`config.mk`:
```
export PLATFORM = sky130hd
export DESIGN_NAME = irq_ack
export DESIGN_NICKNAME = d
export VERILOG_FILES = /design/src/cs_ack_term.v /design/src/irq_ack.v
export VERILOG_INCLUDE_DIRS = /design/src
export SDC_FILE = /design/constraint.sdc
export NUM_CORES = 1
export LEC_CHECK = 0
export CORE_AREA = 2 2 151 153
export CTS_CLUSTER_DIAMETER = 40
export DETAILED_ROUTE_END_ITERATION = 7
export DIE_AREA = 0 0 153 155
export DONT_BUFFER_PORTS = 1
export PLACE_DENSITY = 0.37
export SLEW_MARGIN = 30
export SYNTH_ARGS = -nofsm -noshare
export SYNTH_HDL_FRONTEND = slang
export SYNTH_SLANG_ARGS = --single-unit
```
`constraint.sdc`:
```
create_clock -name i_ref_clk -period 4.1 [get_ports i_ref_clk]
set_clock_uncertainty 0.1 [all_clocks]
set_input_delay 0 -clock i_ref_clk [delete_from_list [all_inputs] [get_ports i_ref_clk]]
set_output_delay 0 -clock i_ref_clk [all_outputs]
set_load 0.1 [all_outputs]
```
`src/irq_ack_regs.vh`:
```
// Constants for the external interrupt acknowledge block
`ifndef IRQ_ACK_REGS_VH
`define IRQ_ACK_REGS_VH
`define MASK_RESET        3'h7
`define MASK_MSB          10
`define MASK_LSB          8
`define TOP_LEVEL         3'h7
`define USER_VEC_FIRST    8'h40
`define USER_VEC_COUNT    192
`define AUTOVEC_BASE      8'h18
`define VBR_KEEP_MSB      31
`define VBR_KEEP_LSB      10
`define ACK_ADDR_HI       20'hFFFFF
`define CS_ACK_BASE       16'hFFF0
`define CS_AUTOVECTOR_REQUEST_MIN_BASE  16'hFFF8
`define FC_CPU_SPACE      3'h7
`define SPACE_CPU         2'h0
`define ARB_MIN           4'h1
`define CS_ACK_BASE_HI    12'hFFF
// 6400 ns at 100 ns per cycle
`define ACK_TIMEOUT_CYC   7'h40
`endif

```
`src/cs_ack_term.v`:
```
// Chip-select termination generator for acknowledge cycles
`timescale 1ns/10ps
`include "irq_ack_regs.vh"
module cs_ack_term (
  input  wire        i_ref_clk,
  input  wire        i_rst,
  input  wire        i_active,
  input  wire [15:0] i_cs_base,
  input  wire [1:0]  i_cs_space,
  input  wire        i_cs_autovector_request_en,
  input  wire        i_cs_enable,
  input  wire [2:0]  i_cs_level,
  input  wire [2:0]  i_level,
  input  wire [3:0]  i_wait_states,
  output reg         o_cs_hit,
  output reg         o_term_size,
  output reg         o_term_autovector_request
);
  reg [3:0] wait_cnt;
  wire      hit;
  // A CPU-space selector never matches normal cycles, so it cannot end them
  assign hit = i_active && i_cs_enable && (i_cs_space == `SPACE_CPU) &&
               (i_cs_base[15:4] == `CS_ACK_BASE_HI) &&
               (!i_cs_autovector_request_en || i_cs_base >= `CS_AUTOVECTOR_REQUEST_MIN_BASE) &&
               (i_cs_level == i_level);
  always @(posedge i_ref_clk or posedge i_rst) begin
    if (i_rst) begin
      wait_cnt    <= 4'h0;
      o_cs_hit    <= 1'b0;
      o_term_size <= 1'b0;
      o_term_autovector_request <= 1'b0;
    end else begin
      o_cs_hit    <= hit;
      o_term_size <= 1'b0;
      o_term_autovector_request <= 1'b0;
      if (!hit) begin
        wait_cnt <= 4'h0;
      end else if (wait_cnt == i_wait_states) begin
        o_term_autovector_request <= i_cs_autovector_request_en;
        o_term_size <= !i_cs_autovector_request_en;
      end else begin
        wait_cnt <= wait_cnt + 4'h1;
      end
    end
  end
endmodule // cs_ack_term

```
`src/irq_ack.v`:
```
// External interrupt recognition and acknowledge sequencer
`timescale 1ns/10ps
`include "irq_ack_regs.vh"
// Functional notes
// - Raise mask to level, then CPU-space read
// - User vectors 192 entries; seven autovectors
// - User vector cycle ends by size acknowledge
// - Autovector cycle ends by autovector signal
// - Acknowledge chip-select serves CPU space only
// - Address is base bits, vector, zeros
// - After ack, stack context, load vector PC; code pushes only the status word, before the ack
// - Drive FFFFFx address and CPU function code
// - Autovector number equals acknowledged level
// - Autovector held low autovectors every acknowledge
// - Autovector chip-select base at least FFF8
// - Levels one-six level-sensitive, above mask
// - Push status word, then set mask
// - Return pops status word, restoring mask
// - Lowered mask with line held re-recognises
// - Level seven edge and level, unmaskable
// - Level seven re-recognised in three cases
// - Pin role strapped at reset, then selected
// - Mask in status bits 10:8, resets seven
// - Level one lowest, seven highest
// - Highest arbitration number wins at level
module irq_ack (
  input  wire        i_ref_clk,
  input  wire        i_rst,
  input  wire [7:1]  i_irq_n,
  input  wire        i_data_bit9,
  input  wire        i_pin_assign_wr,
  input  wire        i_pin_assign,
  input  wire [3:0]  i_arbitration_number,
  input  wire [3:0]  i_module_arb,
  input  wire [2:0]  i_module_level,
  input  wire [21:0] i_vector_base,
  input  wire [7:0]  i_data_bus,
  input  wire        i_size_acknowledge_n,
  input  wire        i_autovector_request_n,
  input  wire        i_sr_write,
  input  wire [15:0] i_sr_wdata,
  input  wire        i_return_from_exception,
  input  wire [15:0] i_stacked_status,
  input  wire [15:0] i_cs_base,
  input  wire [1:0]  i_cs_space,
  input  wire        i_cs_autovector_request_en,
  input  wire        i_cs_enable,
  input  wire [2:0]  i_cs_level,
  input  wire [3:0]  i_cs_wait_states,
  output reg  [15:0] o_status_word,
  output reg  [23:0] o_address,
  output reg  [2:0]  o_function_code,
  output reg         o_address_strobe_n,
  output reg         o_interrupt_acknowledge_cycle,
  output reg         o_chip_select_one_n,
  output reg         o_push_status,
  output reg  [15:0] o_push_data,
  output reg         o_load_pc,
  output reg  [31:0] o_vector_address,
  output reg  [7:0]  o_vector_number,
  output reg         o_module_win,
  output reg         o_pins_are_irq,
  output reg         o_bus_error
);
  localparam ST_IDLE  = 3'h0;
  localparam ST_PUSH  = 3'h1;
  localparam ST_ACK   = 3'h2;
  localparam ST_LOAD  = 3'h3;
  localparam ST_GAP   = 3'h4;
  localparam [6:0] TIMEOUT = `ACK_TIMEOUT_CYC;

  // ------------------------------------------------------------
  // Input synchronisers and strap capture
  // ------------------------------------------------------------
  reg  [7:1] irq_meta;
  reg  [7:1] irq_sync;
  reg  [1:0] sz_sync;
  reg  [1:0] av_sync;
  reg  [1:0] bit9_sync;
  reg        strap_done;
  reg        top_level_request_prev;
  reg        top_level_request_edge;
  reg  [2:0] state;
  reg  [2:0] level;
  reg  [6:0] tmo;
  reg  [2:0] pending;
  reg        found;
  integer    k;

  function [2:0] mask_of;
    input [15:0] sr;
    begin
      mask_of = sr[`MASK_MSB:`MASK_LSB];
    end
  endfunction

  always @(posedge i_ref_clk or posedge i_rst) begin
    if (i_rst) begin
      irq_meta  <= 7'h7F;
      irq_sync  <= 7'h7F;
      sz_sync   <= 2'h3;
      av_sync   <= 2'h3;
    end else begin
      irq_meta  <= i_irq_n;
      irq_sync  <= irq_meta;
      sz_sync   <= {sz_sync[0], i_size_acknowledge_n};
      av_sync   <= {av_sync[0], i_autovector_request_n};
    end
  end

  // Strap sync runs through reset, so the pin level is ready at release
  always @(posedge i_ref_clk) begin
    bit9_sync <= {bit9_sync[0], i_data_bit9};
  end

  // Strap caught on first clock after release, never in reset
  always @(posedge i_ref_clk or posedge i_rst) begin
    if (i_rst) begin
      strap_done     <= 1'b0;
      o_pins_are_irq <= 1'b0;
    end else if (!strap_done) begin
      strap_done     <= 1'b1;
      o_pins_are_irq <= bit9_sync[1];
    end else if (i_pin_assign_wr) begin
      o_pins_are_irq <= i_pin_assign;
    end
  end

  // ------------------------------------------------------------
  // Request recognition
  // ------------------------------------------------------------
  wire [7:1] active = o_pins_are_irq ? ~irq_sync : 7'h00;
  wire [2:0] cur_mask = mask_of(o_status_word);
  wire       arb_ok = (i_arbitration_number >= `ARB_MIN);

  // Highest index wins; level equals line number
  always @* begin
    pending = 3'h0;
    found   = 1'b0;
    for (k = 1; k <= 6; k = k + 1) begin
      if (active[k] && (k[2:0] > cur_mask)) begin
        pending = k[2:0];
        found   = 1'b1;
      end
    end
    if (top_level_request_edge) begin
      pending = `TOP_LEVEL;
      found   = 1'b1;
    end
    found = found && arb_ok;
  end

  // Same-level module arbitration result
  always @(posedge i_ref_clk or posedge i_rst) begin
    if (i_rst) begin
      o_module_win <= 1'b0;
    end else begin
      o_module_win <= (state == ST_ACK) && (i_module_level == level) &&
                      (i_module_arb > i_arbitration_number);
    end
  end

  // Level seven edge latch; rearmed by negation, mask write or return
  always @(posedge i_ref_clk or posedge i_rst) begin
    if (i_rst) begin
      top_level_request_prev <= 1'b0;
      top_level_request_edge <= 1'b0;
    end else begin
      top_level_request_prev <= active[7];
      if (active[7] && (!top_level_request_prev || i_sr_write || i_return_from_exception)) begin
        top_level_request_edge <= 1'b1;
      end else if (state == ST_PUSH && level == `TOP_LEVEL) begin
        top_level_request_edge <= 1'b0;
      end
    end
  end

  // ------------------------------------------------------------
  // Termination
  // ------------------------------------------------------------
  wire cs_hit;
  wire cs_size;
  wire cs_autovector_request;

  cs_ack_term u_cs_ack_term (
    .i_ref_clk     (i_ref_clk),
    .i_rst         (i_rst),
    .i_active      (state == ST_ACK),
    .i_cs_base     (i_cs_base),
    .i_cs_space    (i_cs_space),
    .i_cs_autovector_request_en  (i_cs_autovector_request_en),
    .i_cs_enable   (i_cs_enable),
    .i_cs_level    (i_cs_level),
    .i_level       (level),
    .i_wait_states (i_cs_wait_states),
    .o_cs_hit      (cs_hit),
    .o_term_size   (cs_size),
    .o_term_autovector_request   (cs_autovector_request)
  );

  wire end_autovector_request = cs_autovector_request || !av_sync[1];
  wire end_size = cs_size || !sz_sync[1];

  // ------------------------------------------------------------
  // Acknowledge sequencer
  // ------------------------------------------------------------
  always @(posedge i_ref_clk or posedge i_rst) begin
    if (i_rst) begin
      state                         <= ST_IDLE;
      level                         <= 3'h0;
      tmo                           <= 7'h00;
      o_status_word                 <= {5'h00, `MASK_RESET, 8'h00};
      o_address                     <= 24'h000000;
      o_function_code               <= 3'h0;
      o_address_strobe_n            <= 1'b1;
      o_interrupt_acknowledge_cycle <= 1'b0;
      o_chip_select_one_n           <= 1'b1;
      o_push_status                 <= 1'b0;
      o_push_data                   <= 16'h0000;
      o_load_pc                     <= 1'b0;
      o_vector_address              <= 32'h00000000;
      o_vector_number               <= 8'h00;
      o_bus_error                   <= 1'b0;
    end else begin
      o_push_status       <= 1'b0;
      o_load_pc           <= 1'b0;
      o_bus_error         <= 1'b0;
      o_chip_select_one_n <= !(cs_hit && state == ST_ACK);
      case (state)
        ST_IDLE: begin
          if (i_return_from_exception) begin
            o_status_word <= i_stacked_status;
          end else if (i_sr_write) begin
            o_status_word <= i_sr_wdata;
          end else if (found) begin
            level         <= pending;
            o_push_data   <= o_status_word;
            o_push_status <= 1'b1;
            state         <= ST_PUSH;
          end
        end
        ST_PUSH: begin
          o_status_word[`MASK_MSB:`MASK_LSB] <= level;
          o_address          <= {`ACK_ADDR_HI, level, 1'b1};
          o_function_code    <= `FC_CPU_SPACE;
          o_address_strobe_n <= 1'b0;
          o_interrupt_acknowledge_cycle <= 1'b1;
          tmo   <= 7'h00;
          state <= ST_ACK;
        end
        ST_ACK: begin
          tmo <= tmo + 7'h01;
          if (end_autovector_request) begin
            o_vector_number <= `AUTOVEC_BASE + {5'h00, level};
            state <= ST_LOAD;
          end else if (end_size) begin
            // Peripheral vector sampled with the termination
            o_vector_number <= i_data_bus;
            state <= ST_LOAD;
          end else if (tmo == TIMEOUT) begin
            o_bus_error <= 1'b1;
            state       <= ST_GAP;
          end
        end
        ST_LOAD: begin
          o_vector_address <= {i_vector_base, o_vector_number, 2'b00};
          o_load_pc        <= 1'b1;
          state            <= ST_GAP;
        end
        ST_GAP: begin
          o_address_strobe_n            <= 1'b1;
          o_interrupt_acknowledge_cycle <= 1'b0;
          o_function_code               <= 3'h0;
          state                         <= ST_IDLE;
        end
        default: begin
          state <= ST_IDLE;
        end
      endcase
    end
  end
endmodule // irq_ack

```
==> impl_results.md <==
* Warnings, synthesis at 0
* Initial Util at 24.3%
* Met3 Use GR at 4.60%
* Design Area, Final at 0.00733 mm²
* WS Path Type: reg -> reg
* Routed via count at 3829
* CTS resizes at 0
* CP arrival at 3160 ps
* Ys async rst share at 98.4%
* Port Buf Inserts at 0
* CORE AREA at 0.0222 mm²
* First-pass DRT Iterations at 5
* Final min period at 2970 ps
* Initial antenna violation count at 0
* Crit path max fanout at 13
* Count of cell types in the netlist at 45
* Ranking of synthesized cells by area: dfrtp_1, dfstp_2, nand2_1, mux2_4, mux2i_1
* Number of global-route vias before repair at 4034
* Final WL at 13600 µm
* Beginning of the critical path: o_status_word[8]
* Placement Rows at 55
* Longest Clk Path Bufs at 2
* Fillers at 2243
* Die width at 153 µm
* Initial DRC count at 188
* GRT Overall Usage at 11.5%
* TritonCTS clock tree: done
* Dpl cell area at 0.00565 mm²
* Area growth, synth to finish at 35.5%
* DPL Wire Length at 8850 µm
* Register area share after synthesis at 58.2%
* Largest net degree at the start of global routing at 47
* Met2 Track Usage GR at 18.9%
* Die area at 0.0237 mm²
* Syn Area/Cell at 10.7 µm²
* Slew Limit Fails at 0
* Rel. slew slack at 34.8%
* Final worst path period share at 72.5%
* Yosys reg bits at 125
* GR Overflow Total at 0
* Yosys top cell by area: dfrtp_1
* ANT cells at 0
* Global-route wire length before repair at 21300 µm
* Ports at 223
* Post-synth top area share at 46.3%
* Data required, critical path at 4290 ps
* Critical path startpoint category: flop
* Post-synth EDFFs at 0
* Met1 GRT Util at 13.8%
* Vias/cell at 4.26
* Post-synthesis cell count at 504
* Post-route ant nets at 0
* RSZ-0062 raised after global routing: no
* Ratio of cells with drive above 1 in the final layout at 15.8%
* Deepest level of the CTS H-tree at 4
* Reg2Reg Launch Point: o_status_word[8]
* Worst hold margin at 24.6 ps
* Min-delay src: i_irq_n[1]
* Max Cap Viol at 0
* Mapped Area at 0.00541 mm²
* Final Hold Viols at 0
* Clock Latency Late Sink at 410 ps
* Status: finished, final reports clean
* Setup_tns at 0 ps
* Num CTS Buffers at 17
* # setup viols final at 0
* CP Capture Type: flop
* Root Buffer: clkbuf_16
* Final GP Congestion at 0.700
* WL/cell at 15.1 µm
* Hold WC Path Type: in -> reg
* F_max at 336 MHz
* GR peak layer: met2
* Clock sink count at 125
* Final Net Count at 723
* Remaining routing DRC violations at 0
* Main flop type after synthesis: dfrtp_1
* Least-Margin Pin Slew at 977 ps
* Worst-path clk slew at 60 ps
* Die H at 155 µm
[cell usage in the layout, fill, tap and decap left out, drive strengths merged, types with 3 or more instances in the layout]
| cell | Yosys | layout |
|---|---|---|
| a21oi | 5 | 5 |
| inv | 15 | 17 |
| a22o | 3 | 3 |
| dfrtp | 100 | 100 |
| nand4 | 10 | 10 |
| dfstp | 23 | 23 |
| xor2 | 5 | 5 |
| or2 | 3 | 3 |
| xnor2 | 9 | 9 |
| nand2b | 5 | 5 |
| buf | 29 | 12 |
| clkbuf | 14 | 21 |
| mux2i | 21 | 21 |
| ha | 7 | 7 |
| nor2b | 6 | 6 |
| o21ai | 36 | 36 |
| mux2 | 19 | 19 |
| dlygate4sd3 | 0 | 107 |
| conb | 2 | 3 |
| nand3 | 4 | 4 |
| nor2 | 22 | 22 |
| nand2 | 141 | 141 |
| clkinv | 0 | 6 |
| o211ai | 3 | 3 |
[routing by layer]
layer | vias up | wire length (µm)
li1 | 1820 | -
met1 | 1843 | 5760
met2 | 153 | 6470
met3 | 13 | 1150
met4 | 0 | 197
met5 | - | 0
[cells in the mapped netlist (3+ instances only)]
master	n
dfstp_2	23
ha_1	7
nand4_1	10
dfrtp_1	100
xor2_1	5
nor2_1	22
mux2i_1	21
nand3_1	4
mux2_4	18
a22o_1	3
inv_1	15
xnor2_1	9
buf_4	25
nor2b_1	6
o211ai_1	3
clkbuf_1	14
a21oi_1	5
nand2_1	141
o21ai_0	36
nand2b_1	5
[metrics by stage]
stage / setup WS (ps) / utilization (%) / cells
2_1_floorplan: 767 / - / 505
3_3_place_gp: 1170 / 25.4 / 759
3_5_place_dp: 1130 / 25.4 / 759
4_1_cts: 1110 / 33.0 / 898
5_1_grt: 1030 / 33.0 / 898
6_report: 1130 / 33.0 / 898
[cell type report]
| class | count | area [µm²] | share of cell area [%] |
|---|---|---|---|
| clock buffer | 21 | 503 | 6.86 |
| timing repair buffer | 119 | 1220 | 16.6 |
| inverter | 15 | 58.8 | 0.802 |
| sequential | 125 | 3150 | 43.0 |
| tap | 285 | 357 | 4.87 |
| clock inverter | 11 | 104 | 1.42 |
| multi-input combinational | 322 | 1930 | 26.4 |
[critical path, stage by stage, from the launching register on]
cell and delay, ps:
dfstp_2 510, buf_4 320, nor2_1 110, a22o_1 230
or3_4 390, o2111ai_4 450, buf_4 380, mux2_1 350
[cell families after synthesis]
group	Yosys count	synth area share, %
flops	125	58.2
other cells	2	0.139
xor+xnor	14	2.27
simple gates	203	16.2
buf+inv	58	6.38
compound gates	55	6.15
mux	40	9.09
fa+ha+maj	7	1.62
[sequential cells by signal, summed over array words and instances, names as in the netlist, 3 cells and up]
signal,count
o_vector_address,30
o_push_data,16
o_status_word,16
o_vector_number,8
irq_meta,7
irq_sync,7
tmo,7
o_address,4
u_cs_ack_term.wait_cnt,4
level,3
state,3
[worst paths after layout]
check / end / slack, ps / cells past startpoint
min in group asynchronous: o_vector_address[23] / 30 / 2
worst max-delay path: o_push_data[14] / 1130 / 7
max in group asynchronous: o_push_data[14] / 2830 / 3
worst min register to register: bit9_sync[1] / 230 / 0
worst min-delay path: irq_meta[1] / 20 / 1
worst max register to register: o_push_data[14] / 1130 / 7
[what timing repair did]
item | in CTS | in global routing
setup endpoints to repair | 0 | 0
hold buffers | 107 | 0
endpoints found under the hold margin | 118 | 0
setup buffers | 0 | 0
Power is left out: the tool's default activity adds up to more than one toggle a clock period on the data nets, which glitch-free logic cannot reach.
